==> config.mk <==
export PLATFORM = sky130hd
export DESIGN_NAME = psa_aggregator
export DESIGN_NICKNAME = d
export VERILOG_FILES = /design/src/design/psa_pkg.sv /design/src/design/psa_aggregator.sv /design/src/design/psa_slot_prio.sv
export SDC_FILE = /design/constraint.sdc
export NUM_CORES = 1
export LEC_CHECK = 0
export BUFFER_PORTS_ARGS = -buffer_cell sky130_fd_sc_hd__buf_2
export CORE_MARGIN = 2
export CORE_UTILIZATION = 49
export DETAILED_ROUTE_END_ITERATION = 6
export PLACE_DENSITY = 0.87
export SLEW_MARGIN = 20
export SYNTH_ARGS = -nofsm -noshare
export SYNTH_HDL_FRONTEND = slang
export SYNTH_SLANG_ARGS = --single-unit
==> constraint.sdc <==
create_clock -name clk -period 1.65 [get_ports clk]
set_input_delay 0.2475 -clock clk [delete_from_list [all_inputs] [get_ports clk]]
set_output_delay 0.2475 -clock clk [all_outputs]
set_load 0.03 [all_outputs]
==> src/design/psa_pkg.sv <==
/*
 * Constants for the PCI slot interrupt aggregator: register offsets,
 * field layout and reset values.
 * Assumes a 32-bit host bus with byte addresses inside the chip-select region.
 */
// Overview of operation
// - Accept twelve slot interrupt lines, three slots.
// - Combine unmasked pending bits into one request.
// - Registers answer only under own chip select.
// - Fixed slot priority, slot 0 highest.
// - One shared line sets three slot bits.
// - Pending register at offset 0x0, side-effect-free read.
// - Pending bits: slot*4 plus line, reset zero.
// - Mask register at offset 0x4, read/write.
// - Mask one blocks source, resets to zero.
// - Bits 12 to 31 unimplemented, reserved.
// - Abort button asserts low non-maskable request.
package psa_pkg;

    localparam int          PSA_DATA_W      = 32;
    localparam int          PSA_ADDR_W      = 3;
    localparam int          PSA_NUM_SLOTS   = 3;
    localparam int          PSA_LINES       = 4;
    localparam int          PSA_SRC_W       = PSA_NUM_SLOTS * PSA_LINES;

    localparam logic [2:0]  PSA_PEND_OFS    = 3'h0;
    localparam logic [2:0]  PSA_MASK_OFS    = 3'h4;

    localparam logic [11:0] PSA_PEND_RST    = 12'h000;
    localparam logic [11:0] PSA_MASK_RST    = 12'h000;
    localparam logic [19:0] PSA_RSVD_VAL    = 20'h00000;
    localparam logic [31:0] PSA_UNMAPPED    = 32'h00000000;

endpackage : psa_pkg

==> src/design/psa_aggregator.sv <==
/*
 * PCI slot interrupt aggregator: twelve slot interrupt inputs, pending and
 * mask registers on the host local bus, one combined active-low request,
 * and the abort push-button non-maskable request driver.
 * Assumes the host bus signals are synchronous to clk; slot lines and the
 * push-button are asynchronous and are synchronised here.
 */
`timescale 1ns/100ps
module psa_aggregator
    import psa_pkg::*;
#(
    parameter int NUM_SLOTS = PSA_NUM_SLOTS,
    parameter int LINES     = PSA_LINES
) (
    input  wire logic                  clk,
    input  wire logic                  rst_n,
    input  wire logic [PSA_SRC_W-1:0]  slot_int_n,
    input  wire logic                  aggregator_chip_select_n,
    input  wire logic                  bus_we_n,
    input  wire logic [PSA_ADDR_W-1:0] bus_addr,
    input  wire logic [PSA_DATA_W-1:0] bus_wdata,
    output logic [PSA_DATA_W-1:0]      bus_rdata,
    output logic                       bus_rvalid,
    output logic                       aggregate_request_line_n,
    output logic [1:0]                 irq_slot,
    input  wire logic                  abort_button_n,
    output logic                       abort_nmi_request_line_o,
    output logic                       abort_nmi_request_line_oe_n
);

    localparam int SRC = NUM_SLOTS * LINES;

    generate
        if (SRC != PSA_SRC_W || NUM_SLOTS > 4 || LINES < 1) begin : g_chk
            $error("psa_aggregator: slot or line count not supported");
        end
    endgenerate

    typedef struct packed {
        logic [SRC-1:0]        sync1;
        logic [SRC-1:0]        sync2;
        logic                  btn1;
        logic                  btn2;
        logic [SRC-1:0]        pending;
        logic [SRC-1:0]        mask;
        logic [PSA_DATA_W-1:0] rdata;
        logic                  rvalid;
        logic                  req_n;
        logic [1:0]            slot;
    } psa_state_t;

    psa_state_t st_q;
    psa_state_t st_d;

    logic [LINES-1:0] line_act;
    logic [SRC-1:0]   set_vec;
    logic [SRC-1:0]   clr_vec;
    logic [SRC-1:0]   live_vec;
    logic             any_live;
    logic [1:0]       win_slot;
    logic             sel;
    logic             wr_pend;
    logic             wr_mask;
    logic             rd_acc;

    // Each board line is the wire-OR of the same letter from every slot
    genvar gl;
    genvar gb;
    generate
        for (gl = 0; gl < LINES; gl++) begin : g_line
            logic [NUM_SLOTS-1:0] per_slot;
            for (gb = 0; gb < NUM_SLOTS; gb++) begin : g_or
                assign per_slot[gb]            = st_q.sync2[gb*LINES + gl];
                assign set_vec[gb*LINES + gl]  = line_act[gl]
                                               & ~st_q.mask[gb*LINES + gl];
            end
            assign line_act[gl] = |per_slot;
        end
    endgenerate

    assign sel      = ~aggregator_chip_select_n;
    assign wr_pend  = sel && !bus_we_n && bus_addr == PSA_PEND_OFS;
    assign wr_mask  = sel && !bus_we_n && bus_addr == PSA_MASK_OFS;
    assign rd_acc   = sel && bus_we_n;
    // Write-one-to-clear lets software drop the spurious copies
    assign clr_vec  = wr_pend ? bus_wdata[SRC-1:0] : '0;
    assign live_vec = st_q.pending & ~st_q.mask;

    psa_slot_prio #(
        .NUM_SLOTS (NUM_SLOTS),
        .LINES     (LINES)
    ) u_prio (
        .active     (live_vec),
        .any_active (any_live),
        .win_slot   (win_slot)
    );

    always_comb begin
        st_d       = st_q;
        // Inputs are active low; invert once here so stage two holds active-high
        st_d.sync1 = ~slot_int_n;
        st_d.sync2 = st_q.sync1;
        st_d.btn1  = ~abort_button_n;
        st_d.btn2  = st_q.btn1;
        // Set is level based: a line held active keeps re-setting its bits,
        // so the requesting device must be quieted before its copies are cleared
        // A set arriving with its clear survives so no request is lost
        st_d.pending = (st_q.pending & ~clr_vec) | set_vec;
        if (wr_mask) begin
            st_d.mask = bus_wdata[SRC-1:0];
        end
        st_d.rvalid = rd_acc;
        st_d.rdata  = PSA_UNMAPPED;
        if (rd_acc) begin
            case (bus_addr)
                PSA_PEND_OFS: st_d.rdata = {PSA_RSVD_VAL, st_q.pending};
                PSA_MASK_OFS: st_d.rdata = {PSA_RSVD_VAL, st_q.mask};
                default:      st_d.rdata = PSA_UNMAPPED;
            endcase
        end
        st_d.req_n = ~any_live;
        st_d.slot  = win_slot;
    end

    always_ff @(posedge clk) begin
        if (!rst_n) begin
            st_q         <= '0;
            st_q.pending <= PSA_PEND_RST;
            st_q.mask    <= PSA_MASK_RST;
            st_q.req_n   <= 1'b1;
        end else begin
            st_q <= st_d;
        end
    end

    assign bus_rdata                = st_q.rdata;
    assign bus_rvalid               = st_q.rvalid;
    assign aggregate_request_line_n = st_q.req_n;
    assign irq_slot                 = st_q.slot;
    // Open-drain: only ever pull low; the host gates acceptance by its enable bit
    assign abort_nmi_request_line_o    = 1'b0;
    assign abort_nmi_request_line_oe_n = ~st_q.btn2;

    generate
        for (gl = 0; gl < LINES; gl++) begin : g_line_chk

        end
    endgenerate
endmodule // psa_aggregator

==> src/design/psa_slot_prio.sv <==
/*
 * Fixed-priority slot selector: reports whether any slot has an active
 * source and the index of the winning slot (lowest index wins).
 * Assumes a purely combinational use on the main clock.
 */
`timescale 1ns/100ps
module psa_slot_prio
    import psa_pkg::*;
#(
    parameter int NUM_SLOTS = PSA_NUM_SLOTS,
    parameter int LINES     = PSA_LINES
) (
    input  wire logic [NUM_SLOTS*LINES-1:0] active,
    output logic                            any_active,
    output logic [1:0]                      win_slot
);

    // The winning index is two bits wide, so more than four slots cannot be named
    generate
        if (NUM_SLOTS < 1 || NUM_SLOTS > 4 || LINES < 1) begin : g_chk
            $error("psa_slot_prio: slot or line count not supported");
        end
    endgenerate

    logic [NUM_SLOTS-1:0] slot_act;

    genvar gs;
    generate
        for (gs = 0; gs < NUM_SLOTS; gs++) begin : g_slot
            assign slot_act[gs] = |active[gs*LINES +: LINES];
        end
    endgenerate

    // Walk from the highest slot down so the lowest active slot wins
    always_comb begin
        win_slot = 2'h0;
        for (int s = NUM_SLOTS - 1; s >= 0; s--) begin
            if (slot_act[s]) begin
                win_slot = 2'(s);
            end
        end
    end

    assign any_active = |slot_act;

endmodule // psa_slot_prio

==> results.toml <==
[drt]
vias = 1851
via_per_inst = 4.92
ant_nets = 0
dr.pass1.iters = 4
drt_iter0_markers = 126
wirelength_mm = 4.59
wl_per_cell_microns = 12.2
remaining_drc_errors = 0

[clocking]
post_cts_resized = 0
clkLatencyLatePin_ns = 0.34
cts_max_level = 3
cts.clk_slew.worst_paths_ns = 0.07
cts_sinks = 66
cts_hold_buf = 0
clock_path_buffers = 2
tritoncts = "yes"
cts_setup_buffers = 0
cts-root-buf = "clkbuf_8"
cts_made_buffers = 9

[sta]
post-route-period-util_pct = 68.9
period_minus_slack_ns = 1.14
hold_slack_ns = 0.0471
finalSetupViolations = 0
grt_setup_unrepaired = "false"
relSlewSlack_pct = 64.2
tightest_slew_ns = 0.532
clock_skew_ns = 0.00529
finalMaxSlewViolations = 0
hold_viol = 0
setup_tns_ns = 0
fmax_mhz = 880

[placement]
place_congestion = 0.816
dpl.hpwl_mm = 3.17
portBuffers = 48

[finish]
nets = 353
drive_above_1_share_pct = 25.8
antennaDiodeCount = 0
syn_to_final_growth_pct = 11.5

[synth]
synth_fa_ha_area_share_pct = 0
synthFlopType = "dfxtp_1"
synth_edf_count = 0
ys_warn_count = 0
syn-cell-area_sq_mm = 0.00256
ys_seq_area_share_pct = 51.5
synth_cells = 267
yosysTopAreaCell = "dfxtp_1"
ys_types = 29
synth_top_family_by_area = "simple AND/OR/NAND/NOR gates"
yosys.cell_count.top_type = "dfxtp_1"
synth-xor-area-share_pct = 0
synth.area.mux_share_pct = 4.69
ys_ff_latch = 66
synth-simple-area-share_pct = 15.1
syn_area_per_cell_sq_um = 9.60
synth-compound-area-share_pct = 14.3
synthArstFlopShare_pct = 0
synth_top_area_share_pct = 51.5
synthTopCellsByCount = "dfxtp_1 (66), buf_4 (37), nor2_1 (26)"
synth_area_leaders = "dfxtp_1 (52%), buf_4 (11%), mux2i_1 (4.7%)"

[die]
rows = 26
die_w_microns = 76.3
fp.dieH_microns = 76.3
start_util_pct = 50.5
die-area_sq_mm = 0.00583
boundaryPins = 90
coreArea_sq_mm = 0.00507

[global_routing]
grt_util_met2_pct = 26.8
grt_overflow = 0
track_usage_pct = 17.0
grt_pass1_wl_mm = 7.58
grt_pass1_vias = 1618
grt_use_met1_pct = 18.8
antenna_found_initial = 0
use_met3_pct = 9.12
grt_max_degree = 25
busiest_layer = "met2"

[power]
p_leak_uw = 0.00123
ir_worst_vdd_mv = 0.882
cellPowerDensity_mw_per_mm2 = 1170

[worst_setup_path]
crit_slowest_cell = "dfxtp_1"
endpoint_kind = "flip-flop"
required_ns = 1.90
cp_data_arrival_time_ns = 1.38
critPathMaxStageDelay_ns = 0.37
start_kind = "flip-flop"
worst-path-max-fanout = 4
worstSetupPathType = "flip-flop to flip-flop"
path_cells = "nand2b_1 -> o2111ai_1 -> nor4_1"

[status]
status = "finished, final reports clean"

[hold_path]
hold_path.class = "primary input to flip-flop"

[run]
max_cap_violations = 0
[sequential cells by signal, indices dropped and copies added, names as in the netlist]
| register | cells |
|---|---|
| bus_rvalid | 1 |
| st_q | 25 |
| irq_slot | 2 |
| bus_rdata | 12 |
| st_d | 13 |
| aggregate_request_line_n | 1 |
| g_line.per_slot | 12 |
[critical path: cells and delay by family, from the launching register on]
| family | cells | cell delay (ns) |
|---|---|---|
| flip-flops | 1 | 0.37 |
| AND/OR/NAND/NOR | 2 | 0.46 |
| AO/OA/AOI/OAI | 1 | 0.21 |
[per-stage QoR]
stage                     setup slack (ns)  area [sq um]  util, %  total power (uW)  std cells
after global placement               0.242          2660     52.5              2060        360
after floorplan                      0.429          2640        -              2020        287
after global routing                 0.401          2860     56.3              3480        376
final                                0.514          2860     56.3              3340        376
after detailed placement             0.204          2660     52.5              2070        360
after CTS                            0.514          2860     56.3              3370        376
[final timing paths]
path	from	to	slack [ns]	cells after the start
setup / recovery	st_q[36]	irq_slot[1]	0.51	3
hold / removal	slot_int_n[10]	st_d[72]	0.05	2
hold reg to reg	st_d[65]	g_line[3].per_slot[0]	0.43	1
setup reg to reg	st_q[36]	irq_slot[1]	0.51	3
[cell type report]
class	count	area, sq um
fillers	463	2220
clock buffers	9	124
flip-flops and latches	66	1320
repair buffers	53	278
clock inverters	7	70.1
multi-input cells	165	955
well taps	70	87.6
inverters	6	22.5
[placed cells by master (no fill, tap or decap), types with 3 or more instances in the layout]
cell type / n
mux2i_1: 12
nand2b_1: 9
dfxtp_1: 66
a21oi_1: 12
a31o_2: 7
nand3_1: 12
clkbuf_8: 9
o31ai_1: 5
buf_4: 5
o21ai_1: 10
o2111ai_1: 3
nand2_1: 10
nor2_1: 26
conb_1: 21
and2_1: 13
inv_1: 6
o21ai_0: 13
buf_2: 48
a311o_1: 3
clkinvlp_4: 4
[report_power, final]
| part | internal (uW) | leakage [uW] | switching, uW |
|---|---|---|---|
| clock | 690 | 0.0000873 | 609 |
| combinational | 116 | 0.000603 | 220 |
| sequential | 1670 | 0.000542 | 33.0 |
[routing by layer]
layer,up-vias,wire [microns]
li1,914,-
met5,-,0
met3,8,418
met4,0,76
met2,76,2260
met1,853,1840
[kinds of logic after synthesis]
family / Yosys count
buffers and inverters: 56
AO/OA/AOI/OAI: 57
AND/OR/NAND/NOR: 75
multiplexers: 12
flip-flops: 66
other: 1
Power figures use the tool's default switching activity.
